<file path="src/verilog/slc_pkg.sv">
// Constants and types shared by the serial line codec files.
// ***************************************************************
// Notes on behaviour
// - Five line codings selectable, for transmit and for receive.
// - Asynchronous character mode always uses NRZ coding.
// - NRZ: line level equals the bit; received level is the bit.
// - NRZI: zero is a transition at cell start, one is none.
// - FM0: edge every cell start, extra mid-cell edge for zero.
// - FM1: edge every cell start, extra mid-cell edge for one.
// - Manchester: bit in first half, inverted level in second half.
// - Biphase codings: transmit clock leads receive clock by 90 deg.
// - Biphase receive clock is regenerated from data by the DPLL.
// - DPLL keeps adjusting its phase to sample bits at the best point.
// - Transmit clock is divider over sixteen or DPLL transmit clock.
// - DPLL tracking method depends on the selected line coding.
// - Words are little endian; byte 0 is the least significant.
// - Transmit words send lower bytes first.
// - Received bytes pack earlier ones into lower byte positions.
// - Divider output equals input clock divided by programmable k.
// - Receive and transmit clock sources share one config register.
// ***************************************************************
package slc_pkg;

    // ***********************************************************
    // Register map and field layout.
    // ***********************************************************
    localparam logic [7:0] OFS_CTRL = 8'h00;
    localparam logic [7:0] OFS_CLKSRC = 8'h04;
    localparam logic [7:0] OFS_BAUD = 8'h08;
    localparam logic [7:0] OFS_TXDATA = 8'h0c;
    localparam logic [7:0] OFS_RXDATA = 8'h10;
    localparam logic [7:0] OFS_STATUS = 8'h14;
    localparam int POS_ASYNC = 3;
    localparam int POS_TXEN = 4;
    localparam int POS_RXEN = 5;
    localparam int POS_RXSRC = 0;
    localparam int POS_TXSRC = 4;
    localparam int POS_OVERRUN = 3;
    localparam int DIV_WIDTH = 21;
    localparam logic [20:0] RST_BAUD = 21'h00000f;

    // ***********************************************************
    // Codings and clock source codes.
    // ***********************************************************
    typedef enum logic [2:0] {
        CODE_NRZ = 3'h0,
        CODE_NRZI = 3'h1,
        CODE_FM0 = 3'h2,
        CODE_FM1 = 3'h3,
        CODE_MAN = 3'h4
    } slc_coding_t;
    localparam logic [1:0] RCS_DPLL = 2'h2;
    localparam logic [2:0] TCS_DPLL = 3'h3;
    localparam logic [2:0] TCS_BRG16 = 3'h4;

    // ***********************************************************
    // Bit cell timing in reference ticks (sixteen per cell).
    // ***********************************************************
    localparam logic [3:0] PH_FIRST = 4'h4;
    localparam logic [3:0] PH_MID = 4'h8;
    localparam logic [3:0] PH_LATE = 4'hc;
    localparam logic [3:0] PH_QUARTER = 4'h4;
    localparam logic [7:0] LOCK_TICKS = 8'h40;

    typedef enum logic [0:0] {
        TX_IDLE = 1'b0,
        TX_SEND = 1'b1
    } slc_tx_state_t;

endpackage

</file>
<file path="src/verilog/slc_line_codec.sv">
// Serial line coder, decoder and DPLL clock recovery for one channel.
//
// The strobed register port and the address map were chosen for this implementation.
`timescale 1ns/10ps
module slc_line_codec #(
    parameter int DIV_W = slc_pkg::DIV_WIDTH
) (
    // Clock and reset.
    input wire logic sys_clk,
    input wire logic rst_n,
    // Register port.
    input wire logic [7:0] regAddr,
    input wire logic [31:0] regWrData,
    input wire logic regWr,
    input wire logic regRd,
    output logic [31:0] regRdData,
    // Line side pins.
    input wire logic rxLine,
    input wire logic rxClkPin,
    output logic txLine,
    output logic txClkOut,
    output logic rxClkOut
);
    import slc_pkg::*;

    // ***********************************************************
    // State record.
    // ***********************************************************
    typedef struct packed {
        logic [2:0] coding;
        logic asyncMode;
        logic txEn;
        logic rxEn;
        logic [1:0] rxSrc;
        logic [2:0] txSrc;
        logic [DIV_W-1:0] baudDiv;
        logic [31:0] rdData;
        slc_tx_state_t txState;
        logic [31:0] txWord;
        logic [4:0] txBitCnt;
        logic txBit;
        logic txLine;
        logic txClk;
        logic [3:0] txPh;
        logic [3:0] dpllPh;
        logic locked;
        logic [7:0] quietCnt;
        logic rxClk;
        logic [1:0] rxSync;
        logic rxPrev;
        logic [1:0] ckSync;
        logic ckPrev;
        logic firstHalf;
        logic center;
        logic lastLevel;
        logic [31:0] rxWord;
        logic [4:0] rxBitCnt;
        logic [31:0] rxOut;
        logic rxValid;
        logic overrun;
    } slc_core_t;

    slc_core_t q;
    slc_core_t d;
    logic tick16;

    initial begin
        if (DIV_W < 4 || DIV_W > 31) begin
            $error("slc_line_codec: DIV_W out of range");
        end
    end

    // ***********************************************************
    // Reference clock divider.
    // ***********************************************************
    slc_baud_divider #(
        .DIV_W(DIV_W)
    ) u_div (
        .sys_clk(sys_clk),
        .rst_n(rst_n),
        .divisor(q.baudDiv),
        .tick(tick16)
    );

    // ***********************************************************
    // Next-state logic.
    // ***********************************************************
    logic [2:0] effCode;
    logic [3:0] curTxPh;
    logic txStart;
    logic txMid;
    logic newBit;
    logic rxEdge;
    logic rxLevel;
    logic ckRise;
    logic bitStrobe;
    logic bitVal;
    logic [31:0] shifted;

    // Coding, phase and edge terms used throughout the update.
    always_comb begin
        // Async character mode forces NRZ whatever the coding field says.
        effCode = q.asyncMode ? CODE_NRZ : q.coding;
        // DPLL transmit clock runs a quarter cell ahead of receive.
        if (q.txSrc == TCS_DPLL) begin
            curTxPh = q.dpllPh + PH_QUARTER;
        end else begin
            curTxPh = q.txPh;
        end
        txStart = tick16 && (curTxPh == 4'h0);
        txMid = tick16 && (curTxPh == PH_MID);
        rxLevel = q.rxSync[1];
        rxEdge = rxLevel ^ q.rxPrev;
        ckRise = q.ckSync[1] & ~q.ckPrev;
    end

    // Whole block update.
    always_comb begin
        d = q;
        d.rdData = 32'h00000000;
        newBit = 1'b1;
        bitStrobe = 1'b0;
        bitVal = 1'b0;
        shifted = 32'h00000000;

        // Two-flop synchronisers for the line and clock pins.
        d.rxSync = {q.rxSync[0], rxLine};
        d.rxPrev = q.rxSync[1];
        d.ckSync = {q.ckSync[0], rxClkPin};
        d.ckPrev = q.ckSync[1];

        // Register writes.
        if (regWr) begin
            case (regAddr)
                OFS_CTRL: begin
                    d.coding = regWrData[2:0];
                    d.asyncMode = regWrData[POS_ASYNC];
                    d.txEn = regWrData[POS_TXEN];
                    d.rxEn = regWrData[POS_RXEN];
                end
                OFS_CLKSRC: begin
                    d.rxSrc = regWrData[POS_RXSRC +: 2];
                    d.txSrc = regWrData[POS_TXSRC +: 3];
                end
                OFS_BAUD: begin
                    d.baudDiv = regWrData[DIV_W-1:0];
                end
                OFS_TXDATA: begin
                    // A word is taken only while idle and enabled.
                    if (q.txEn && q.txState == TX_IDLE) begin
                        d.txWord = regWrData;
                        d.txBitCnt = 5'h00;
                        d.txState = TX_SEND;
                    end
                end
                OFS_STATUS: begin
                    if (regWrData[POS_OVERRUN]) begin
                        d.overrun = 1'b0;
                    end
                end
                default: begin
                end
            endcase
        end

        // Register reads; data stand only in the following cycle.
        if (regRd) begin
            case (regAddr)
                OFS_CTRL: begin
                    d.rdData = {26'h0000000, q.rxEn, q.txEn,
                        q.asyncMode, q.coding};
                end
                OFS_CLKSRC: begin
                    d.rdData = {25'h0000000, q.txSrc, 2'h0, q.rxSrc};
                end
                OFS_BAUD: begin
                    d.rdData = {{(32 - DIV_W){1'b0}}, q.baudDiv};
                end
                OFS_RXDATA: begin
                    d.rdData = q.rxOut;
                    d.rxValid = 1'b0;
                end
                OFS_STATUS: begin
                    d.rdData = {28'h0000000, q.overrun, q.locked,
                        q.rxValid, (q.txState == TX_SEND)};
                end
                default: begin
                    d.rdData = 32'h00000000;
                end
            endcase
        end

        // Free-running divide-by-sixteen transmit cell phase.
        if (tick16) begin
            d.txPh = q.txPh + 4'h1;
        end

        // Transmit: load a bit at cell start, lowest bit first.
        if (txStart) begin
            if (q.txState == TX_SEND) begin
                newBit = q.txWord[0];
                d.txWord = {1'b0, q.txWord[31:1]};
                d.txBitCnt = q.txBitCnt + 5'h01;
                if (q.txBitCnt == 5'h1f) begin
                    d.txState = TX_IDLE;
                end
            end
            d.txBit = newBit;
            case (effCode)
                CODE_NRZ: d.txLine = newBit;
                CODE_NRZI: d.txLine = q.txLine ^ ~newBit;
                CODE_FM0: d.txLine = ~q.txLine;
                CODE_FM1: d.txLine = ~q.txLine;
                CODE_MAN: d.txLine = newBit;
                default: d.txLine = newBit;
            endcase
        end else if (txMid) begin
            // Mid-cell edges of the biphase codings.
            case (effCode)
                CODE_FM0: d.txLine = q.txLine ^ ~q.txBit;
                CODE_FM1: d.txLine = q.txLine ^ q.txBit;
                CODE_MAN: d.txLine = ~q.txBit;
                default: d.txLine = q.txLine;
            endcase
        end
        if (tick16) begin
            d.txClk = (curTxPh >= PH_MID);
        end

        // DPLL phase: resync on a line edge, else count the reference.
        if (tick16) begin
            d.dpllPh = q.dpllPh + 4'h1;
            if (q.quietCnt == LOCK_TICKS) begin
                d.locked = 1'b0;
            end else begin
                d.quietCnt = q.quietCnt + 8'h01;
            end
        end
        if (rxEdge && q.rxSrc == RCS_DPLL) begin
            if (!q.locked) begin
                // First edge after losing lock is taken as a boundary.
                d.dpllPh = 4'h0;
                d.locked = 1'b1;
                d.quietCnt = 8'h00;
            end else if (effCode == CODE_MAN) begin
                // Manchester always has a mid-cell edge; track on it.
                if (q.dpllPh >= PH_FIRST && q.dpllPh < PH_LATE) begin
                    d.dpllPh = PH_MID;
                    d.quietCnt = 8'h00;
                end
            end else if (q.dpllPh >= PH_LATE || q.dpllPh < PH_FIRST) begin
                // Other codings track on the cell boundary edge.
                d.dpllPh = 4'h0;
                d.quietCnt = 8'h00;
            end
        end
        if (tick16) begin
            d.rxClk = (q.dpllPh >= PH_MID);
        end

        // Receive sampling at quarter, centre and three-quarter phase.
        if (q.rxSrc == RCS_DPLL) begin
            if (tick16 && q.dpllPh == PH_FIRST) begin
                d.firstHalf = rxLevel;
            end
            if (tick16 && q.dpllPh == PH_MID) begin
                d.center = rxLevel;
            end
            if (tick16 && q.dpllPh == PH_LATE) begin
                bitStrobe = 1'b1;
                case (effCode)
                    CODE_NRZ: bitVal = q.center;
                    CODE_NRZI: bitVal = ~(q.center ^ q.lastLevel);
                    CODE_FM0: bitVal = ~(q.firstHalf ^ rxLevel);
                    CODE_FM1: bitVal = q.firstHalf ^ rxLevel;
                    CODE_MAN: bitVal = q.firstHalf;
                    default: bitVal = q.center;
                endcase
                d.lastLevel = q.center;
            end
        end else if (ckRise) begin
            // External receive clock: level codings only.
            bitStrobe = 1'b1;
            bitVal = (effCode == CODE_NRZI) ?
                ~(rxLevel ^ q.lastLevel) : rxLevel;
            d.lastLevel = rxLevel;
        end

        // Pack bits lowest first; earlier bytes land in lower lanes.
        if (bitStrobe && q.rxEn) begin
            shifted = {bitVal, q.rxWord[31:1]};
            d.rxWord = shifted;
            d.rxBitCnt = q.rxBitCnt + 5'h01;
            if (q.rxBitCnt == 5'h1f) begin
                d.rxOut = shifted;
                // A new word wins over a read clear in the same cycle.
                d.rxValid = 1'b1;
                if (q.rxValid) begin
                    d.overrun = 1'b1;
                end
            end
        end
        if (!q.rxEn) begin
            d.rxBitCnt = 5'h00;
        end
    end

    // ***********************************************************
    // State register.
    // ***********************************************************
    always_ff @(posedge sys_clk or negedge rst_n) begin
        if (!rst_n) begin
            q <= '0;
            q.baudDiv <= RST_BAUD[DIV_W-1:0];
            q.txSrc <= TCS_BRG16;
            q.txBit <= 1'b1;
            q.txLine <= 1'b1;
            q.rxSync <= 2'h3;
            q.rxPrev <= 1'b1;
        end else begin
            q <= d;
        end
    end

    // Outputs straight from the state register.
    assign regRdData = q.rdData;
    assign txLine = q.txLine;
    assign txClkOut = q.txClk;
    assign rxClkOut = q.rxClk;

endmodule

</file>
<file path="src/verilog/slc_baud_divider.sv">
// Programmable divider that makes the sixteen-times reference tick.
`timescale 1ns/10ps
module slc_baud_divider #(
    parameter int DIV_W = slc_pkg::DIV_WIDTH
) (
    // Clock and reset.
    input wire logic sys_clk,
    input wire logic rst_n,
    // Divisor minus one, and the output tick.
    input wire logic [DIV_W-1:0] divisor,
    output logic tick
);
    import slc_pkg::*;

    typedef struct packed {
        logic [DIV_W-1:0] count;
        logic tick;
    } slc_div_t;

    slc_div_t q;
    slc_div_t d;

    initial begin
        if (DIV_W < 4 || DIV_W > 31) begin
            $error("slc_baud_divider: DIV_W out of range");
        end
    end

    // One tick every divisor plus one clocks, so k = divisor + 1.
    always_comb begin
        d = q;
        d.tick = 1'b0;
        if (q.count >= divisor) begin
            d.count = '0;
            d.tick = 1'b1;
        end else begin
            d.count = q.count + 1'b1;
        end
    end

    // State register.
    always_ff @(posedge sys_clk or negedge rst_n) begin
        if (!rst_n) begin
            q <= '0;
        end else begin
            q <= d;
        end
    end

    assign tick = q.tick;

endmodule

</file>
<file path="config.mk">
export PLATFORM = sky130hd
export DESIGN_NAME = slc_line_codec
export DESIGN_NICKNAME = d
export VERILOG_FILES = /design/src/verilog/slc_pkg.sv /design/src/verilog/slc_line_codec.sv /design/src/verilog/slc_baud_divider.sv
export SDC_FILE = /design/constraint.sdc
export NUM_CORES = 1
export LEC_CHECK = 0
export ABC_CLOCK_PERIOD_IN_PS = 1980
export BUFFER_PORTS_ARGS = -buffer_cell sky130_fd_sc_hd__buf_2
export CORE_MARGIN = 2
export CORE_UTILIZATION = 45
export DETAILED_ROUTE_END_ITERATION = 12
export GPL_TIMING_DRIVEN = 0
export SETUP_SLACK_MARGIN = 0.2
export SLEW_MARGIN = 20
export SYNTH_ARGS = -nofsm -noshare
export SYNTH_HDL_FRONTEND = slang
export SYNTH_SLANG_ARGS = --single-unit
</file>
<file path="constraint.sdc">
create_clock -name sys_clk -period 1.98 [get_ports sys_clk]
set_input_delay 0.297 -clock sys_clk [delete_from_list [all_inputs] [get_ports sys_clk]]
set_output_delay 0.297 -clock sys_clk [all_outputs]
set_load 0.1 [all_outputs]
</file>
==> results of run 1 <==
cell families (layout without fill, tap and decap cells):
group                      after synthesis  in the layout  share of synthesized area (%)
and+or+nand+nor                        235            235                          12.08
xor gates and xnor gates                41             41                          3.372
DFF                                    224            224                          52.76
buffers and inverters                  106            334                          5.476
muxes                                  141            141                          15.37
adders and majority gates               34             34                          3.995
AOI/OAI and AO/OA                      116            116                          6.945
state kept, by name, indices dropped and copies added (netlist names):
register,count
u_div.tick,1
d,4
u_div.q,21
rxClkOut,1
q,163
regRdData,32
txClkOut,1
txLine,1
metrics by stage:
step / hold WS (ns) / power, mW / TNS (ns) / utilization [%] / instances
after global routing: 0.01279 / 13.71 / -7.961 / 64.00 / 1444
after CTS: 0.003200 / 12.80 / -6.385 / 60.24 / 1411
after floorplan: 0.001409 / 6.476 / -1.095 / - / 897
after global placement: 0.3327 / 6.965 / -778.08 / 49.62 / 1295
final: 0.01950 / 13.12 / -4.846 / 64.00 / 1444
after detailed placement: 0.2886 / 7.015 / -40.84 / 49.90 / 1297
Yosys cell counts, types with 18 or more instances:
| master | instances |
|---|---|
| ha_1 | 34 |
| nand2_1 | 65 |
| xor2_1 | 23 |
| buf_4 | 36 |
| o21ai_1 | 24 |
| mux2_4 | 20 |
| clkbuf_1 | 19 |
| nor4_1 | 25 |
| dfrtp_1 | 214 |
| a22oi_1 | 21 |
| mux2i_1 | 39 |
| xnor2_1 | 18 |
| inv_1 | 31 |
| o21ai_0 | 19 |
| mux2_2 | 80 |
| nor2_1 | 41 |
area by class of cell:
type	instances	area (sq um)
clock buffers	30	674.4
plain buffers	75	725.7
inverters	31	116.4
multi-input cells	567	5494
flip-flops and latches	224	5628
clock inverters	16	252.7
fillers	1793	8399
well taps	319	399.1
repair buffers	182	1643
metal layers:
| metal | routed length (um) | vias to the layer above | global-route usage [%] |
|---|---|---|---|
| met3 | 720 | 25 | 2.573 |
| met1 | 12110 | 3768 | 29.41 |
| met2 | 12470 | 96 | 32.80 |
| li1 | - | 3594 | - |
| met4 | 353 | 0 | 4.675 |
| met5 | 0 | - | 0 |
report_power, final:
group / total (mW) / internal (mW) / switching, mW
sequential: 5.21 / 4.89 / 0.316
clock: 5.17 / 3.23 / 1.94
combinational: 2.75 / 1.32 / 1.43
total: 13.1 / 9.43 / 3.69
worst paths after layout:
path / start / endpoint / slack, ns / cells past startpoint
min in group asynchronous: rst_n / q[86] / 0.31 / 2
setup / recovery: q[171] / u_div.tick / -0.32 / 8
hold / removal: regWrData[13] / q[184] / 0.02 / 2
setup reg to reg: q[171] / u_div.tick / -0.32 / 8
hold reg to reg: d[76] / d[74] / 0.35 / 0
max in group asynchronous: rst_n / q[190] / 0.83 / 3
timing repair:
| action | in CTS | in global routing |
|---|---|---|
| endpoints found under the hold margin | 66 | 0 |
| resized for setup | 208 | 131 |
| cloned | 12 | 3 |
| buffers inserted | 51 | 30 |
| setup endpoints to repair | 158 | 172 |
| pin swaps | 39 | 47 |
| hold buffers | 5 | 0 |
==> impl_results.md, run 1 <==
* Status: finished with violations
* Failing checks: negative setup slack
* Pre-Repair DR Iteration Count at 5
* CTS root buf: clkbuf_16
* Final setup violation count at 27
* Worst Tran Pin Value at approximately 0.78 ns
* Nature of the critical path endpoint: register
* Number of antenna violations at the first check in global routing at 0
* Finished Cell Area at 0.01493 sq mm
* Slew HR at between 40% and 50%
* Max Cap Viol at 0
* Crit path max-delay cell type: dfstp_2
* Placed instance area at around 0.012 sq mm
* Die area at approximately 0.025 sq mm
* Synth top area share at 50.29%
* Cells along the critical path: ha_4 -> nand2b_4 -> a2111o_1 -> o21ai_2 -> o41ai_4 -> buf_6 -> buf_6 -> or3_4
* Pleak at 6.905 nW
* Hold Crit Class: in -> reg
* Tcrit/Tclk final at 116.2%
* Largest net degree at the start of global routing at 92
* GP Congestion at 0.7783
* Worst path most repeated cell: buf_6
* Post-synth ARST share at 100.0%
* Nets@finish at between 1000 and 1500
* Rows at 56
* Clock buffer depth at 3
* Area Overhead vs Synth at 40.25%
* Final Max Tran Viols at 0
* I/O Pins at 81
* EDFF count, synth at 0
* Yosys cell types at 70
* CTS Buf Count at 25
* Global-route usage over all layers at 20.34%
* Synth warn at 0
* Layout cell share with drive strength beyond 1 at 47.91%
* DR DRC count at 0
* Wire per inst at 17.77 um
* Clock transition at path regs at 0.06 ns
* Crit path time final at around 2.3 ns
* Syn avg cell area at 11.87 sq um
* CP max stage delay at 0.56 ns
* I/O Buffers at 79
* CP max FO at 4
* CTS tree: yes
* Max Clk Rate at 434.7 MHz
* Diodes inserted at 0
* Final wirelength at 25650 um
* Register area share after synthesis at 52.76%
* Ys flop type: dfrtp_1
* Critical path start-end classification: reg -> reg
* Pre-CTS setup slack at -0.4590 ns
* Syn Nets at around 980
* First-pass GRT wire length at 39910 um
* Synth top area cells: dfrtp_1 50%, mux2_2 8.5%, ha_1 4.0%
* Mapped Area at 0.01065 sq mm
* Synth Register Bits at 224
* Clock Latency Late Sink at roughly 0.53 ns
* Initial Util at 45.63%
* Cell taking the most area after synthesis: dfrtp_1
* ANT nets after route at 0
* Post-DP HPWL at 15840 um
* Cell family with most CP delay: compound AO/OA/AOI/OAI gates
* Via count at ~7500
* Synth Instances at around 900
* Crit path launch type: register
* Setup Skew at between 0.01 and 0.015 ns
* Worst Path Arrival at 2.69 ns
* Hold Vio Cnt, Final at 0
* Crit path buf inv count at 2
* GRT overflow at 0
* Final worst-path setup slack at -0.3204 ns
* Highest-count cells in the layout ignoring fill and taps: 206 x dfrtp_1, 85 x buf_4, 83 x mux2_4
* Vias in the first global route at around 7300
* Critical Path RT at 2.37 ns
* Commonest non-fill, non-tap cell in the layout: dfrtp_1
* Routed vias/inst at ~5.2
* Height of the chip at 157.8 um
* DR iter-0 viols at 308
* Core area at 0.02333 sq mm
* Maximum vdd drop at 0.5342 mV
* Power Density at 878.9 mW/mm^2
* RSZ-0062 raised after global routing: true
* # H-tree levels at 1
* Clk sinks at ~220
* DIE WIDTH at 157.8 um
(Power assumes the default switching activity.)
==> inputs of run 2 (changes only) <==
- CAP_MARGIN: not set -> 20
- SYNTH_HIERARCHICAL: not set -> 1
==> run 2 against run 1 <==
- synthesized area fell by 0.40%
- clock-buffer cell count rose by 7
- die area fell by 0.39%
- clock skew rose by 0.0012 ns
- register-to-register slack improved by 0.31 ns
- the flow still finishes with violations (negative setup slack)
- synthesized cell count rose by 4.1%
- cell count rose by 0.42%
- utilization fell by 3.1 points
- sequential share of layout area rose by 1.9 points
- wire length fell by 1.8%
- largest cell class unchanged
- non-clock buffer count fell by 34
==> impl_results.md, run 2 <==
* Commonest non-fill, non-tap cell in the layout: dfrtp_1
* Max Clk Rate at 503.3 MHz (+16%)
* Maximum vdd drop at 0.6650 mV (+24%)
* Clk sinks at 224 (unchanged)
* Worst-case reg-to-reg path depth at 7 (-1)
* Multi-input logic area at 0.005349 sq mm (-2.6%)
* CTS root buf: clkbuf_16
* DIE WIDTH at 157.5 um (-0.20%)
* Tcrit/Tclk final at 100.3% (-16 points)
* Via count at 7499 (+0.21%)
* I/O Buffers at 80 (+1.3%)
* Yosys cell types at 75 (+7.1%)
* Top cells by count, synth: 214 x dfrtp_1, 103 x mux2_2, 100 x nand2_1
* Met2 global-route usage at 32.21% (-0.58 points)
* Syn avg cell area at 11.35 sq um (-4.3%)
* Max Cap Viol at 0 (unchanged)
* Reg area at 0.005623 sq mm (about the same)
* # H-tree levels at 1 (unchanged)
* Synth Instances at 934 (+4.1%)
* Final worst-path setup slack at -0.006728 ns (+0.3137 ns)
* Core area at 0.02333 sq mm (unchanged)
* Worst Path Arrival at 2.43 ns (-0.26 ns)
* Synth top area cells: dfrtp_1 50%, mux2_2 11%, ha_1 4.0%
* Slew HR at 51.66% (+4.3 points)
* Clock transition at path regs at 0.06 ns (about the same)
* Highest-count cells in the layout ignoring fill and taps: 210 x dfrtp_1, 95 x nand2_1, 88 x buf_2
* Largest net degree at the start of global routing at 92 (unchanged)
* Post-DP HPWL at 16160 um (+2.0%)
* Pre-CTS setup slack at -0.2541 ns (+0.2049 ns)
* Initial Util at 45.45% (-0.18 points)
* Final instance count without filler cells at 1450 (+0.42%)
* Mapped Area at 0.01061 sq mm (-0.40%)
* Clock Latency Late Sink at 0.52 ns (about the same)
* Global-route usage over all layers at 20.17% (-0.17 points)
* Synth top area share at 50.50% (+0.20 points)
* Vias in the first global route at 7411 (+0.98%)
* Power Density at 857.0 mW/mm^2 (-2.5%)
* I/O Pins at 81 (unchanged)
* GR Util met3 at 2.698% (+0.13 points)
* Failing checks: negative setup slack
* Hold Crit Class: in -> reg
* Synth Register Bits at 224 (unchanged)
* Synth warn at 6 (+6)
* First-pass GRT wire length at 39650 um (-0.66%)
* Critical path start-end classification: reg -> reg
* Status: finished with violations
* EDFF count, synth at 0 (unchanged)
* Routed vias/inst at 5.172 (-0.20%)
* Largest register FFs at 163 (unchanged)
* Cell taking the most area after synthesis: dfrtp_1
* Ys flop type: dfrtp_1
* Final setup violation count at 1 (-96%)
* Finished Cell Area at 0.01422 sq mm (-4.8%)
* Clock buffer depth at 3 (unchanged)
* Layout cell share with drive strength beyond 1 at 43.93% (-4.0 points)
* Top-count cell post-synth: dfrtp_1
* Die area at 0.02481 sq mm (-0.39%)
* Wire per inst at 17.37 um (-2.2%)
* Hold Vio Cnt, Final at 0 (unchanged)
* CTS Buf Count at 25 (unchanged)
* Hold_ws at 0.02028 ns (+0.0007757 ns)
* Final Max Tran Viols at 0 (unchanged)
* Nature of the critical path endpoint: register
* Fill cells at 1900 (+6.0%)
* Post-synth ARST share at 100.0% (unchanged)
* Number of antenna violations at the first check in global routing at 2 (+2)
* ANT nets after route at 0 (unchanged)
* Final wirelength at 25180 um (-1.8%)
* CTS tree: yes
* Setup Skew at 0.01182 ns (+0.001160 ns)
* Register area share after synthesis at 52.97% (+0.21 points)
* GP Congestion at 0.8029 (+3.2%)
* Area Overhead vs Synth at 34.06%
* Crit path launch type: register
* Placed instance area at 0.01160 sq mm (-0.34%)
* GR peak layer: met2
* Syn Nets at 1014 (+3.8%)
* GRT overflow at 0 (unchanged)
* Largest register by flop count: q
* Placed Cells at 1335 (+2.9%)
* RSZ-0062 raised after global routing: true
* CP max FO at 10 (+6)
* Min-Delay Path Depth at 3 (+1)
* Critical Path RT at 2.42 ns (+0.05 ns)
* Height of the chip at 157.5 um (-0.20%)
* Nets@finish at 1190 (+0.34%)
* Pleak at 6.629 nW (-4.0%)
* Pre-Repair DR Iteration Count at 5 (unchanged)
* Worst Tran Pin Value at 0.7196 ns (-0.06316 ns)
* Met1 Usage GRT at 29.37% (-0.044 points)
* DR iter-0 viols at 345 (+12%)
* Rows at 56 (unchanged)
* Crit path time final at 1.987 ns (-0.3137 ns)
* DR DRC count at 0 (unchanged)
## run 2: layout make-up
type	instances	area share, %
diodes	2	0.03520
plain buffers	75	4.523
clock buffers	37	5.210
clock inverters	9	0.5896
inverters	36	0.9505
multi-input cells	600	37.62
flip-flops and latches	224	39.55
well taps	319	2.807
repair buffers	148	8.712
## run 2: power breakdown
group          internal (mW)  leakage (nW)  switching (mW)
Combinational           1.07          3.40            1.31
Sequential              4.89          2.84           0.330
Clock                   2.72         0.395            1.87
## run 2: worst paths after layout
path                                     from       endpoint  slack [ns]
worst max-delay path              u_div/q[19]    u_div/q[13]      -0.007
worst min-delay path            regWrData[24]         q[130]        0.02
worst max register to register    u_div/q[19]    u_div/q[13]      -0.007
worst min register to register          d[77]          q[77]        0.36
max in group asynchronous               rst_n  regRdData[18]        0.74
min in group asynchronous               rst_n         q[136]        0.39
## run 2: what timing repair did
| action | in CTS | in global routing |
|---|---|---|
| hold buffers | 3 | 0 |
| setup endpoints to repair | 130 | 131 |
| pin swaps | 34 | 19 |
| hold endpoints to repair | 84 | 0 |
| gates cloned | 9 | 5 |
| setup buffers | 40 | 10 |
| resized for setup | 108 | 171 |
## run 2: critical path: stages (launching register included)
cell and delay (ns):
dfrtp_1 0.41, ha_1 0.33, a21o_1 0.17, a21o_1 0.18, a21oi_1 0.23, inv_1 0.12
clkbuf_4 0.26, nor3_2 0.22
## run 2: kinds of logic after synthesis
kind of cell / count (synthesis) / synth area share [%]
compound gates: 116 / 7.775
xor+xnor: 41 / 3.386
fa+ha+maj: 34 / 4.011
buf+inv: 111 / 5.639
flops: 224 / 52.97
mux: 114 / 11.98
simple gates: 294 / 14.24
## run 2: per-layer routing
| layer | routed length [um] | vias to the layer above |
|---|---|---|
| met5 | 0 | - |
| met4 | 343 | 0 |
| met3 | 790 | 25 |
| met2 | 12050 | 131 |
| met1 | 12000 | 3751 |
| li1 | - | 3592 |
## run 2: metrics by stage
step	TNS, ns	total power [mW]	util (%)
after global routing	-1.019	12.74	60.93
after floorplan	0	6.509	-
after detailed placement	-12.31	7.057	49.73
after global placement	-762.88	7.001	49.45
final	-0.006728	12.18	60.93
after CTS	0	12.17	57.37
==> inputs of run 3 (changes only) <==
==> constraint.sdc (replaced) <==
create_clock -name sys_clk -period 1.98 [get_ports sys_clk]
set_input_delay 0.396 -clock sys_clk [delete_from_list [all_inputs] [get_ports sys_clk]]
set_output_delay 0.396 -clock sys_clk [all_outputs]
set_load 0.1 [all_outputs]
==> run 3 against run 2 <==
- the flow still finishes with violations (negative setup slack)
- total power grew 0.11%
- utilization increased by 0.30 points
- non-clock buffer count stayed put
==> impl_results.md, run 3 (same netlist as run 2, synthesis figures left out) <==
* Maximum vdd drop at 0.6650 mV (about the same)
* # H-tree levels at 1 (unchanged)
* Final instance count without filler cells at 1450 (unchanged)
* Tcrit/Tclk final at 100.1% (-0.28 points)
* Layout cell share with drive strength beyond 1 at 44.02% (+0.089 points)
* Largest register FFs at 163 (unchanged)
* Critical Path RT at 2.42 ns (about the same)
* Placed Cells at 1335 (unchanged)
* Clock Latency Late Sink at 0.52 ns (about the same)
* Min-delay src: regWrData[24]
* Post-DP HPWL at 16160 um (unchanged)
* Highest-count cells in the layout ignoring fill and taps: 210 x dfrtp_1, 95 x nand2_1, 82 x buf_4
* GP Congestion at 0.8029 (unchanged)
* Clk sinks at 224 (unchanged)
* Nets@finish at 1190 (unchanged)
* Worst Tran Pin Value at 0.7152 ns (-0.004398 ns)
* Largest register by flop count: q
* Min-Delay Path Depth at 3 (unchanged)
* CP max FO at 10 (unchanged)
* Power Density at 853.7 mW/mm^2 (-0.38%)
* Routed vias/inst at 5.180 (+0.16%)
* Final worst-path setup slack at -0.001216 ns (+0.005512 ns)
* Number of antenna violations at the first check in global routing at 2 (unchanged)
* Final wirelength at 25190 um (about the same)
* Height of the chip at 157.5 um (unchanged)
* Hold EP: q[130]
* Setup Skew at 0.01124 ns (-0.0005747 ns)
* Reg2reg setup slack at -0.001 ns (about the same)
* Vias in the first global route at 7419 (+0.11%)
* DR DRC count at 0 (unchanged)
* DIE WIDTH at 157.5 um (unchanged)
* ANT nets after route at 0 (unchanged)
* CTS tree: yes
* Nature of the critical path endpoint: register
* Via count at 7511 (+0.16%)
* Status: finished with violations
* CTS root buf: clkbuf_16
* Hold_ws at 0.1195 ns (+0.09918 ns)
* Failing checks: negative setup slack
* Wire per inst at 17.37 um (about the same)
* Clock buffer depth at 3 (unchanged)
* Aggregate negative setup slack at -0.001216 ns (+0.005512 ns)
* Die area at 0.02481 sq mm (unchanged)
* Crit path launch type: register
* Final Max Tran Viols at 0 (unchanged)
* Pleak at 6.622 nW (-0.10%)
* Pre-Repair DR Iteration Count at 5 (unchanged)
* Clock transition at path regs at 0.06 ns (about the same)
* GRT overflow at 0 (unchanged)
* Fin util at 61.23% (+0.30 points)
* Reg-to-Reg End: u_div/q[13]
* Core area at 0.02333 sq mm (unchanged)
* Reg2Reg Launch Point: u_div/q[19]
* I/O Buffers at 80 (unchanged)
* Global-route usage over all layers at 20.17% (about the same)
* RSZ-0062 raised after global routing: true
* Area Overhead vs Synth at 34.72%
* DR iter-0 viols at 327 (-5.2%)
* Max Cap Viol at 0 (unchanged)
* Slew HR at 51.95% (+0.30 points)
* Hold Crit Class: in -> reg
* Finished Cell Area at 0.01429 sq mm (+0.49%)
* Worst Path Arrival at 2.42 ns (about the same)
* Largest net degree at the start of global routing at 92 (unchanged)
* Final setup violation count at 1 (unchanged)
* Commonest non-fill, non-tap cell in the layout: dfrtp_1
* CTS Buf Count at 25 (unchanged)
* Critical path start-end classification: reg -> reg
* Placed instance area at 0.01160 sq mm (unchanged)
* Max Clk Rate at 504.7 MHz (+0.28%)
* Rows at 56 (unchanged)
* I/O Pins at 81 (unchanged)
* Initial Util at 45.45% (unchanged)
* Hold Vio Cnt, Final at 0 (unchanged)
* Crit path time final at 1.981 ns (-0.005512 ns)
* First-pass GRT wire length at 39670 um (about the same)
* Worst-case reg-to-reg path depth at 7 (unchanged)
[run 3: changes by cell type in the layout (fill, tap and decap cells not counted), sizes merged]
cell | previous run | this run
clkbuf | 49 | 61
buf | 208 | 196
[run 3: repair_timing]
action,4_1_cts,5_1_grt
hold endpoints to repair,84,0
pin swaps,34,19
endpoints found under the setup margin,141,151
buffers inserted,40,10
hold buffers,3,0
cloned,9,5
gates resized for setup,120,185
[run 3: worst max path at each step]
stage                            from       endpoint
after floorplan                 q[90]          q[10]
after global placement          rst_n          q[21]
after global routing      u_div/q[19]    u_div/q[13]
after detailed placement   regAddr[5]  regRdData[16]
final                     u_div/q[19]    u_div/q[13]
after CTS                 u_div/q[12]     u_div/q[5]
[run 3: layout make-up]
cell class	instances	area (sq um)
Antenna cell	2	5.005
Tap cell	319	399.1
Fill cell	1885	9045
Inverter	36	135.1
Clock inverter	9	83.83
Sequential cell	224	5623
Clock buffer	37	740.7
Multi-Input combinational cell	600	5354
Buffer	75	643.1
Timing Repair Buffer	148	1304
[run 3: per-stage QoR]
step                total power [mW]  worst slack, ns
detailed placement             7.057          -0.2842
finish                         12.20        -0.001216
CTS                            12.18          0.04979
floorplan                      6.509           0.1773
global route                   12.76         -0.06267
global placement               7.001           -3.538
[run 3: where the power goes]
| group | internal, mW | total, mW | switching, mW |
|---|---|---|---|
| clock network | 2.72 | 4.59 | 1.86 |
| logic | 1.08 | 2.39 | 1.31 |
| registers | 4.89 | 5.22 | 0.331 |
[run 3: worst max-delay path, stage by stage, from the launching register on]
cell and delay (ns):
dfrtp_1 0.41, ha_1 0.33, a21o_1 0.17, a21o_1 0.18, a21oi_1 0.23, inv_1 0.12
clkbuf_4 0.26, nor3_2 0.22
[run 3: metal layers]
layer / vias up / track usage, % / part of all wire (%)
li1: 3590 / - / -
met1: 3767 / 29.40 / 48
met2: 131 / 32.19 / 48
met3: 23 / 2.698 / 3.1
met4: 0 / 4.632 / 1.3
met5: - / 0 / 0
